### src/opmode_pkg.sv
package opmode_pkg;

  // Operating modes, ranked by decreasing power
  typedef enum logic [2:0] {
    MODE_RUN      = 3'h0,
    MODE_SLEEP    = 3'h1,
    MODE_STOP     = 3'h2,
    MODE_STANDBY  = 3'h3,
    MODE_SHUTDOWN = 3'h4
  } op_mode_t;

  // Sequencer states, Gray codes along the sleep/wake path through ST_LOW; ST_WAIT_HLT to ST_OFF changes three bits
  typedef enum logic [2:0] {
    ST_RUN      = 3'h0,
    ST_WAIT_HLT = 3'h1,
    ST_LOW      = 3'h3,
    ST_PWR_UP   = 3'h2,
    ST_OFF      = 3'h6
  } seq_state_t;

  // Policy sub-level width and the largest legal sub-level per mode
  localparam int SUB_W = 2;
  localparam logic [1:0] SUB_MAX_RUN = 2'h2;
  localparam logic [1:0] SUB_MAX_SLEEP = 2'h2;
  localparam logic [1:0] SUB_MAX_STOP = 2'h2;
  localparam logic [1:0] SUB_MAX_STANDBY = 2'h1;

  // Functions under control
  localparam int NFUNC = 8;

  // High-performance domain settle time
  localparam int CLK_HZ = 20_000_000;
  localparam int HP_SETTLE_NS = 1000;
  localparam int HP_SETTLE_CYC_I = (HP_SETTLE_NS * (CLK_HZ / 1_000_000)
    + 999) / 1000;
  localparam int CNT_W = 8;
  localparam logic [7:0] HP_SETTLE_CYC = 8'(HP_SETTLE_CYC_I);

  // Reset values
  localparam logic [2:0] MODE_RST = 3'h0;
  localparam logic [1:0] SUB_RST = 2'h0;

endpackage

### src/opmode_ctrl.sv
`timescale 1ns/1ps
// Contract
// - Five modes RUN SLEEP STOP STANDBY SHUTDOWN
// - Core executes only in RUN
// - Peripheral interrupt wakes SLEEP/STOP/STANDBY to RUN
// - SHUTDOWN: regulator off; pin/debug/IO wake only
// - Sub-levels for four modes, none SHUTDOWN
// - Core in high-perf domain, slow peripherals low-power
// - High-perf domain on only RUN and SLEEP; code also powers it in PWR_UP while leaving STOP/STANDBY/SHUTDOWN
// - Low-power domain on except SHUTDOWN; code also powers it in PWR_UP while leaving SHUTDOWN
// - SHUTDOWN removes power from both domains
// - Disabled function gated, configuration retained
// - Optional function stays active when enabled
// - Unsupported function not gated automatically
// - Powered-off function loses configuration, resets
module opmode_ctrl (
  // Clock and reset
  input wire logic mclk,
  input wire logic rst,
  // Core side
  input wire logic [2:0] mode_req,
  input wire logic [1:0] sub_req,
  input wire logic sleep_req,
  input wire logic core_halted,
  output logic core_run_en,
  // Wake sources
  input wire logic periph_irq,
  input wire logic external_reset_pin_n,
  input wire logic swd_wake,
  input wire logic io_match,
  // Per-function policy, one bit per function
  input wire logic [7:0] func_sw_en,
  input wire logic [7:0] func_in_hp,
  input wire logic [7:0] func_opt_mask,
  input wire logic [7:0] func_ns_mask,
  // Power, gating and mode/sub-level status outputs
  output logic high_perf_power_domain,
  output logic low_power_domain,
  output logic core_regulator_en,
  output logic [7:0] func_clk_en,
  output logic [7:0] func_cfg_rst,
  output logic [2:0] cur_mode,
  output logic [1:0] cur_sub
);

  // Pin-side inputs pass two flops before use
  logic [3:0] sync1_r, sync2_r;
  always_ff @(posedge mclk) begin
    if (rst) begin
      sync1_r <= 4'h1;
      sync2_r <= 4'h1;
    end else begin
      sync1_r <= {io_match, swd_wake, periph_irq, external_reset_pin_n};
      sync2_r <= sync1_r;
    end
  end
  logic rstpin_n_s, irq_s, swd_s, io_s;
  assign {io_s, swd_s, irq_s, rstpin_n_s} = sync2_r;
  logic shut_wake;
  assign shut_wake = !rstpin_n_s || swd_s || io_s;

  // Clamp sub-level to what each mode offers
  function automatic logic [1:0] clamp_sub(input logic [2:0] m,
                                          input logic [1:0] s);
    logic [1:0] mx;
    mx = 2'h0;
    case (m)
      opmode_pkg::MODE_RUN:     mx = opmode_pkg::SUB_MAX_RUN;
      opmode_pkg::MODE_SLEEP:   mx = opmode_pkg::SUB_MAX_SLEEP;
      opmode_pkg::MODE_STOP:    mx = opmode_pkg::SUB_MAX_STOP;
      opmode_pkg::MODE_STANDBY: mx = opmode_pkg::SUB_MAX_STANDBY;
      default:                  mx = 2'h0;
    endcase
    clamp_sub = (s > mx) ? mx : s;
  endfunction

  opmode_pkg::seq_state_t st_r, st_nxt;
  logic [2:0] mode_r, mode_nxt, tgt_r, tgt_nxt;
  logic [1:0] sub_r, sub_nxt, tsub_r, tsub_nxt;
  logic [7:0] cnt_r, cnt_nxt;
  logic [7:0] lost_r, lost_nxt;

  // Sequencer next state
  always_comb begin
    st_nxt = st_r;
    mode_nxt = mode_r;
    sub_nxt = sub_r;
    tgt_nxt = tgt_r;
    tsub_nxt = tsub_r;
    cnt_nxt = cnt_r;
    unique case (st_r)
      opmode_pkg::ST_RUN: begin
        sub_nxt = clamp_sub(opmode_pkg::MODE_RUN, sub_req);
        if (sleep_req && mode_req != opmode_pkg::MODE_RUN &&
            mode_req <= opmode_pkg::MODE_SHUTDOWN) begin
          tgt_nxt = mode_req;
          tsub_nxt = clamp_sub(mode_req, sub_req);
          st_nxt = opmode_pkg::ST_WAIT_HLT;
        end
      end
      opmode_pkg::ST_WAIT_HLT: begin
        if (core_halted) begin
          mode_nxt = tgt_r;
          sub_nxt = tsub_r;
          st_nxt = (tgt_r == opmode_pkg::MODE_SHUTDOWN) ?
                   opmode_pkg::ST_OFF : opmode_pkg::ST_LOW;
        end
      end
      opmode_pkg::ST_LOW: begin
        if (irq_s) begin
          cnt_nxt = (mode_r == opmode_pkg::MODE_SLEEP) ? 8'h01 :
                    opmode_pkg::HP_SETTLE_CYC;
          st_nxt = opmode_pkg::ST_PWR_UP;
        end
      end
      opmode_pkg::ST_PWR_UP: begin
        // Core held until high-perf domain has settled
        if (cnt_r <= 8'h01) begin
          mode_nxt = opmode_pkg::MODE_RUN;
          sub_nxt = opmode_pkg::SUB_RST;
          cnt_nxt = 8'h00;
          st_nxt = opmode_pkg::ST_RUN;
        end else begin
          cnt_nxt = cnt_r - 8'h01;
        end
      end
      opmode_pkg::ST_OFF: begin
        // Only pin, debug or IO match leave shutdown
        if (shut_wake) begin
          cnt_nxt = opmode_pkg::HP_SETTLE_CYC;
          sub_nxt = 2'h0;
          st_nxt = opmode_pkg::ST_PWR_UP;
        end
      end
      default: st_nxt = opmode_pkg::ST_RUN;
    endcase
  end

  always_ff @(posedge mclk) begin
    if (rst) begin
      st_r <= opmode_pkg::ST_RUN;
      mode_r <= opmode_pkg::MODE_RST;
      sub_r <= opmode_pkg::SUB_RST;
      tgt_r <= opmode_pkg::MODE_RST;
      tsub_r <= opmode_pkg::SUB_RST;
      cnt_r <= 8'h00;
    end else begin
      st_r <= st_nxt;
      mode_r <= mode_nxt;
      sub_r <= sub_nxt;
      tgt_r <= tgt_nxt;
      tsub_r <= tsub_nxt;
      cnt_r <= cnt_nxt;
    end
  end

  // Domain power follows the registered mode; PWR_UP powers high-perf
  logic hp_on, lp_on;
  assign hp_on = (mode_r == opmode_pkg::MODE_RUN ||
                  mode_r == opmode_pkg::MODE_SLEEP ||
                  st_r == opmode_pkg::ST_PWR_UP);
  assign lp_on = (mode_r != opmode_pkg::MODE_SHUTDOWN ||
                  st_r == opmode_pkg::ST_PWR_UP);

  // Per-function gating; an unpowered function's config is lost
  logic [7:0] clk_nxt;
  always_comb begin
    clk_nxt = 8'h00;
    lost_nxt = 8'h00;
    for (int i = 0; i < opmode_pkg::NFUNC; i++) begin
      if (func_in_hp[i] ? !hp_on : !lp_on) begin
        lost_nxt[i] = 1'b1;
      end else if (mode_r == opmode_pkg::MODE_RUN) begin
        clk_nxt[i] = func_sw_en[i];
      end else if (func_ns_mask[i]) begin
        clk_nxt[i] = func_sw_en[i];
      end else if (func_opt_mask[i]) begin
        clk_nxt[i] = func_sw_en[i];
      end else begin
        clk_nxt[i] = 1'b0;
      end
    end
  end

  logic [7:0] clk_r;
  logic hp_r, lp_r, run_r;
  always_ff @(posedge mclk) begin
    if (rst) begin
      clk_r <= 8'h00;
      lost_r <= 8'hFF;
      hp_r <= 1'b1;
      lp_r <= 1'b1;
      run_r <= 1'b0;
    end else begin
      clk_r <= clk_nxt;
      lost_r <= lost_nxt;
      hp_r <= hp_on;
      lp_r <= lp_on;
      run_r <= (st_nxt == opmode_pkg::ST_RUN) ||
               (st_nxt == opmode_pkg::ST_WAIT_HLT);
    end
  end

  assign core_run_en = run_r;
  assign high_perf_power_domain = hp_r;
  assign low_power_domain = lp_r;
  assign core_regulator_en = lp_r;
  assign func_clk_en = clk_r;
  assign func_cfg_rst = lost_r;
  assign cur_mode = mode_r;
  assign cur_sub = sub_r;

  // Checks
  // Ties the core enable to the mode and domain registers, not its own state
  property p_core_only_run;
    @(posedge mclk) disable iff (rst)
      core_run_en |-> (cur_mode == opmode_pkg::MODE_RUN &&
                       high_perf_power_domain);
  endproperty
  a_core_only_run: assert property (p_core_only_run)
    else $error("core runs outside RUN");

  property p_irq_wake;
    @(posedge mclk) disable iff (rst)
      (st_r == opmode_pkg::ST_LOW && irq_s) |=> ##[0:60]
      (st_r == opmode_pkg::ST_RUN);
  endproperty
  a_irq_wake: assert property (p_irq_wake)
    else $error("interrupt did not wake to RUN");

  property p_shut_hold;
    @(posedge mclk) disable iff (rst)
      (st_r == opmode_pkg::ST_OFF && !shut_wake) |=>
      (st_r == opmode_pkg::ST_OFF);
  endproperty
  a_shut_hold: assert property (p_shut_hold)
    else $error("shutdown left without legal wake");

  property p_sub_range;
    @(posedge mclk) disable iff (rst)
      (cur_mode == opmode_pkg::MODE_SHUTDOWN) |-> (cur_sub == 2'h0);
  endproperty
  a_sub_range: assert property (p_sub_range)
    else $error("shutdown has a sub-level");

  property p_hp_off;
    @(posedge mclk) disable iff (rst)
      ($past(mode_r) == opmode_pkg::MODE_STOP &&
       $past(st_r) == opmode_pkg::ST_LOW) |-> !high_perf_power_domain;
  endproperty
  a_hp_off: assert property (p_hp_off)
    else $error("high-perf domain on in STOP");

  property p_shut_both_off;
    @(posedge mclk) disable iff (rst)
      ($past(st_r) == opmode_pkg::ST_OFF) |->
      (!high_perf_power_domain && !low_power_domain);
  endproperty
  a_shut_both_off: assert property (p_shut_both_off)
    else $error("domain powered in shutdown");

  property p_settle;
    @(posedge mclk) disable iff (rst)
      (st_r == opmode_pkg::ST_OFF && shut_wake) |=>
      !core_run_en [*8];
  endproperty
  a_settle: assert property (p_settle)
    else $error("core released before domain settled");

  property p_halt_first;
    @(posedge mclk) disable iff (rst)
      (st_r == opmode_pkg::ST_WAIT_HLT && !core_halted) |=>
      (mode_r == opmode_pkg::MODE_RUN);
  endproperty
  a_halt_first: assert property (p_halt_first)
    else $error("mode entered before core halted");

  // With the low-power domain off every function is unpowered and unclocked
  property p_lost;
    @(posedge mclk) disable iff (rst)
      !low_power_domain |-> (func_cfg_rst == 8'hFF &&
                             func_clk_en == 8'h00);
  endproperty
  a_lost: assert property (p_lost)
    else $error("function kept while both domains off");

  c_sleep: cover property (@(posedge mclk) disable iff (rst)
    st_r == opmode_pkg::ST_LOW ##1 st_r == opmode_pkg::ST_PWR_UP);
  c_shut: cover property (@(posedge mclk) disable iff (rst)
    st_r == opmode_pkg::ST_OFF ##1 st_r == opmode_pkg::ST_PWR_UP);
  c_wait: cover property (@(posedge mclk) disable iff (rst)
    st_r == opmode_pkg::ST_WAIT_HLT [*3]);

endmodule

### config.mk
export PLATFORM = sky130hd
export DESIGN_NAME = opmode_ctrl
export DESIGN_NICKNAME = d
export VERILOG_FILES = /design/src/opmode_pkg.sv /design/src/opmode_ctrl.sv
export SDC_FILE = /design/constraint.sdc
export NUM_CORES = 1
export LEC_CHECK = 0
export BUFFER_PORTS_ARGS = -buffer_cell sky130_fd_sc_hd__buf_4
export CORE_UTILIZATION = 50
export DETAILED_ROUTE_END_ITERATION = 8
export PLACE_DENSITY = 0.83
export SYNTH_ARGS = -nofsm -noshare
export SYNTH_HDL_FRONTEND = slang
export SYNTH_SLANG_ARGS = --single-unit
### constraint.sdc
create_clock -name mclk -period 2.19 [get_ports mclk]
set_input_delay 0.438 -clock mclk [delete_from_list [all_inputs] [get_ports mclk]]
set_output_delay 0.438 -clock mclk [all_outputs]
set_load 0.05 [all_outputs]
== After elaboration in Yosys (flattened, before gate mapping) ==
Index checks and enable logic that the tools add are counted.

* Word-level logic and storage cells: 137
* Flip-flop bits (word level): 48
* Output and inout bits: 25

* Equality and inequality tests: 15
* Multiplexer cells: 65
* Magnitude comparators: 4
* Add/sub/neg operators: 1
* Reduce and logical (&&, ||, !) cells: 32

{| class="wikitable"
|+ Operators by type and width
! kind !! count
|-
| 1-bit 2-to-1 mux || 40
|-
| 3-bit 2-to-1 mux || 8
|-
| 8-bit 2-to-1 mux || 3
|-
| 8-bit case mux with 3 select lines || 1
|-
| 2-bit 2-to-1 mux || 8
|-
| 2-bit OR reduction || 8
|-
| 3-bit case mux with 5 select lines || 1
|-
| 3-bit by 1-bit equality test with 1-bit output, second input constant || 4
|-
| 3-bit by 2-bit equality test with 1-bit output, second input constant || 4
|-
| 3-bit zero test || 4
|-
| 8-bit by 1-bit less-or-equal comparator with 1-bit output, second input constant || 1
|-
| 2-bit inequality test, second input constant || 4
|-
| 2-bit case mux with 4 select lines || 1
|-
| 8-bit by 1-bit subtractor with 8-bit output, second input constant || 1
|-
| 3-bit equality test, second input constant || 2
|-
| 1-bit logical OR || 6
|-
| 3-bit case mux with 2 select lines || 1
|-
| 3-bit AND reduction || 2
|-
| 3-bit nonzero test || 2
|-
| 5-bit 2-to-1 mux || 1
|-
| 2-bit > comparator || 2
|-
| 2-bit case mux with 2 select lines || 1
|-
| 4-bit AND reduction || 1
|-
| 4-bit nonzero test || 1
|-
| 7 further kinds || 10
|}

== Longest topological paths before layout ==
* Word-level depth: 7
* Depth in mapped cells: 7

== Worst setup path after synthesis ==
Ideal clock, no wire load.

* Path type: register to register
* From: reg cnt_r[0]
* To: reg cnt_r[7]
* Buffers on the path: 0
* Stages on the path, launching flop included: 7
* Data required time: 2.116 ns
* Library setup time: 0.074 ns
* Data arrival time: 1.569 ns
* Setup slack: 0.547 ns
* Cell sequence: dfxtp_1 -> inv_1 -> ha_1 -> o21bai_1 -> o31ai_1 -> or4_1 -> a31oi_1

* Cells in the longest elaborated chain, start to end: 3
* Elaborated cells on any way between the ends: 4
* Classes of those cells: add/sub (1); order compare (1); mux (2)

{| class="wikitable"
|+ RTL lines
! element !! line !! text
|-
| start, declared || opmode_ctrl.sv:80 || <nowiki>logic [7:0] cnt_r, cnt_nxt;</nowiki>
|-
| start signal, assigned || opmode_ctrl.sv:153 || <nowiki>cnt_r <= cnt_nxt;</nowiki>
|-
| 8-bit by 1-bit subtractor with 8-bit output / 8-bit by 1-bit less-or-equal comparator with 1-bit output (equally long branches) || opmode_ctrl.sv:124, opmode_ctrl.sv:118 ||
|-
| 8-bit 2-to-1 mux * || opmode_ctrl.sv:118 || <nowiki>if (cnt_r <= 8'h01) begin</nowiki>
|-
| 8-bit case mux with 3 select lines * || opmode_ctrl.sv:91 || <nowiki>unique case (st_r)</nowiki>
|}

Every way passes the cells marked *; elsewhere a longest branch is shown, timed or not.
A chain may end at the register's enable or synchronous reset.

== Final worst setup path ==
* From: reg cnt_r[4]
* To: reg run_r, in the netlist core_run_en

* Cells in the longest elaborated chain, start to end: 5
* Elaborated cells on any way between the ends: 6
* Classes of those cells: order compare (1); eq/ne (1); mux (2); reduce/logical (2)

{| class="wikitable"
|+ RTL lines
! element !! line !! text
|-
| 8-bit by 1-bit less-or-equal comparator with 1-bit output * || opmode_ctrl.sv:118 ||
|-
| 3-bit 2-to-1 mux * || opmode_ctrl.sv:118 ||
|-
| 3-bit case mux with 5 select lines * || opmode_ctrl.sv:91 ||
|-
| 3-bit by 1-bit equality test with 1-bit output / 3-bit zero test (equally long branches) || opmode_ctrl.sv:200, opmode_ctrl.sv:199 ||
|-
| 1-bit logical OR * || opmode_ctrl.sv:199 || <nowiki>run_r <= (st_nxt == opmode_pkg::ST_RUN) ||</nowiki>
|-
| end signal, assigned || opmode_ctrl.sv:199 ||
|-
| end, declared || opmode_ctrl.sv:186 || <nowiki>logic hp_r, lp_r, run_r;</nowiki>
|}

Marked as above.

==> impl_metrics.tcl <==
set metrics [dict create \
    die_outline_area_um2 4600 \
    dominant_combinational_cell_family_by_area_after_synthesis "compound AO/OA/AOI/OAI gates" \
    wl_um 5180 \
    synth_async_sr_flop_share_pct 0 \
    clk_latency_ns 0.30 \
    fp-row-count 23 \
    ctsHtreeMaxLevel 2 \
    synth_adder_area_share_pct 2.89 \
    drv_cap 0 \
    timing.critical_path.cells "or3_4 -> o31a_1 -> a2111oi_0" \
    finalCritPeriodShare_pct 89.0 \
    drive_gt1_share_pct 28.7 \
    cts.repair.resized 0 \
    final_net_count 356 \
    hold-path-cell-count 2 \
    worst-endpoint-arrival_ns 2.09 \
    timing.reg2reg.setup_slack_ns 0.24 \
    yosys_register_bits 48 \
    first_pass_grt_wire_length_um 7950 \
    timing.final.crit_period_ns 1.95 \
    cts_tree "built" \
    synth_top_area_share_pct 44.3 \
    areal_power_density_over_the_cells_nw_per_um2 713 \
    final_gp_congestion 0.923 \
    routed_wire_length_per_instance_um 14.5 \
    antennaDiodeCount 0 \
    cts_hold_buffers 0 \
    start_util_pct 53.1 \
    timing.fmax_mhz 513 \
    critical_path_class "reg2reg" \
    synthesis.nets 288 \
    rsz0062_at_grt "false" \
    area_growth_pct 32.3 \
    initialDrtViolationCount 117 \
    fin_skew_ns 0.00644 \
    pin_count_of_the_biggest_net_entering_global_routing 50 \
    cts-buffers-inserted 5 \
    clk_transition_reported_paths_ns 0.09 \
    floorplan.die.height_um 67.9 \
    drt-vias-per-instance 5.77 \
    grt-ovfl-total 0 \
    final-setup-viol-count 0 \
    routed-wl-met2_um 2570 \
    synth-compound-area-share_pct 24.8 \
    cts-root-to-sink-buffers 2 \
    regToRegEndpoint "core_run_en$_SDFF_PP0_" \
    timing_hold_violations_final 0 \
    met3_wirelength_um 276 \
    post_synth.cell_area_avg_um2 9.11 \
    timing.final.max_slew_violations 0 \
    netlist_top_cells_area "dfxtp_1 44%, a211o_1 4.0%, a2111oi_0 3.6%" \
    worst_hold_path.endpoint "sync1_r[0]$_SDFF_PP1_" \
    critPathRequiredTime_ns 2.33 \
    synthMuxAreaShare_pct 2.31 \
    post_synthesis_cell_count 238 \
    critical_path.reg2reg.startpoint "cnt_r[4]$_SDFFE_PP0P_" \
    hold_removal_path_class "in2reg" \
    worst_r2r_path_depth 3 \
    track_usage_pct 23.3 \
    cts_sinks 48 \
    timing.critical_path.from_type "register" \
    synth_area_leader_cell "dfxtp_1" \
    yosys.area_share.simple_pct 21.4 \
    io_buffer_count 69 \
    totalNegativeSetupSlack_ns 0 \
    synth_edf_count 0 \
    detail_route.drc_violations 0 \
    synth.lib_cells_used.distinct 44 \
    timing.slew.headroom_pct 58.1 \
    root_buffer "clkbuf_8" \
    ir_worst_vdd_uv 442 \
    drt_pass1_iterations 4 \
    ys_warn_count 0 \
    number_of_antenna_violations_at_the_first_check_in_global_routing 0 \
    antenna_left 0 \
    synth_area_um2 2170 \
    cpPeakStageDelay_ns 0.54 \
    die_width_um 67.9 \
    hold_start "external_reset_pin_n" \
    cts_post_setup_buffers_inserted 0 \
    worst_pin_slew_ns 0.613 \
    post_synth_xor_area_fraction_pct 0 \
    grt_pass1_vias 1744 \
    sequential_share_of_the_synthesized_area_pct 44.3 \
    synthFlopType "dfxtp_1" \
    place_hpwl_um 3700 \
    path_max_fanout 12 \
    uppermost_layer_routed "met4" \
    design_power_total_w 0.00205 \
    cpMaxStageDelayCell "a2111oi_0" \
    result_of_the_run "completed" \
    p_leak_nw 1.23 \
    routed-via-count 2061 \
    setup.worst_path.end_class "register" \
    ios 70 \
    route.layer.met1.wl_um 2260 \
    core_area_um2 4090 \
]
## power by group
part           internal (W)  leakage (nW)  switching, W  total (W)
combinational      0.000144         0.765      0.000198   0.000342
clock              0.000459        0.0687      0.000306   0.000765
sequential         0.000914         0.395     0.0000246   0.000938
## cells in the mapped netlist (4+ instances only)
cell type	number
nand3_1	13
o21ai_0	14
a2111oi_0	9
o31ai_1	10
nor3_1	10
clkbuf_1	8
a211o_1	10
mux2i_1	5
inv_1	10
nor2b_1	12
a31oi_1	4
a21oi_1	9
ha_1	5
dfxtp_1	48
nor2_1	13
or2_2	4
nand2b_1	4
nand2_1	8
nand4_1	5
## how the worst max path moves through the flow
stage	start	to	slack, ns	cells after the start
2_1_floorplan	cnt_r[0]$_SDFFE_PP0P_	cnt_r[7]$_SDFFE_PP0P_	0.55	6
3_3_place_gp	cnt_r[4]$_SDFFE_PP0P_	core_run_en$_SDFF_PP0_	0.27	3
3_5_place_dp	cnt_r[4]$_SDFFE_PP0P_	core_run_en$_SDFF_PP0_	0.29	3
4_1_cts	cnt_r[4]$_SDFFE_PP0P_	core_run_en$_SDFF_PP0_	0.25	3
5_1_grt	cnt_r[0]$_SDFFE_PP0P_	core_run_en$_SDFF_PP0_	0.07	5
6_report	cnt_r[4]$_SDFFE_PP0P_	core_run_en$_SDFF_PP0_	0.24	3
## cells in the final DEF (no fill, tap or decap), types with 2 or more instances in the layout
master and instances:
nor2_1 13, o311ai_0 2, o31a_1 2, nor4b_1 2, inv_1 10, or4_1 2
nand3_1 13, o21a_1 2, nand2b_1 4, ha_1 5, a221oi_1 2, a2111oi_0 9
a31oi_1 4, nand2_1 8, o21ai_0 14, nor2b_1 12, or2_2 4, o211ai_1 2
buf_4 74, a211oi_1 2, dfxtp_1 48, a21oi_1 9, o31ai_1 10, bufinv_16 2
a211o_1 10, mux2i_1 5, nand4_1 5, nor3_1 10, clkbuf_8 5, or3_1 3
## cell families after synthesis
family                     Yosys count
buffers and inverters               23
DFF                                 48
AOI/OAI and AO/OA                   75
adders and majority gates            5
muxes                                5
and+or+nand+nor                     82
## stage by stage
step | hold WS, ns | instance area, µm² | std cells | setup slack, ns | util, %
after floorplan | 0.389 | 2170 | 238 | 0.547 | -
after global placement | 0.391 | 2730 | 349 | 0.267 | 66.8
after detailed placement | 0.403 | 2730 | 349 | 0.291 | 66.8
after CTS | 0.307 | 2870 | 357 | 0.250 | 70.2
after global routing | 0.298 | 2870 | 357 | 0.0687 | 70.2
final | 0.313 | 2870 | 357 | 0.240 | 70.2
## final cells by class
type                            instances  area [µm²]
Fill cell                             324        1220
Multi-Input combinational cell        167        1110
Sequential cell                        48         961
Timing Repair Buffer                   74         556
Clock buffer                            5        68.8
Clock inverter                          3        68.8
Tap cell                               50        62.6
Inverter                               10        37.5
## registers in the layout, summed over array words and instances, names as in the netlist
signal	count
tgt_r	3
sync1_r	4
core_run_en	1
core_regulator_en	1
high_perf_power_domain	1
tsub_r	2
cur_sub	2
cur_mode	3
cnt_r	8
func_cfg_rst	8
sync2_r	4
st_r	3
func_clk_en	8
## routing by layer
layer  up-vias  global-route usage, %
li1       1044                      -
met1       941                   29.7
met2        68                   38.4
met3         8                   5.50
met4         0                   7.81
met5         -                      0
## critical path: cells and delay by family, from the launching register on
family / cells / cell delay (ns)
and+or+nand+nor: 1 / 0.42
AOI/OAI and AO/OA: 2 / 0.98
DFF: 1 / 0.38
No activity file was read; power rests on OpenSTA's default activity.
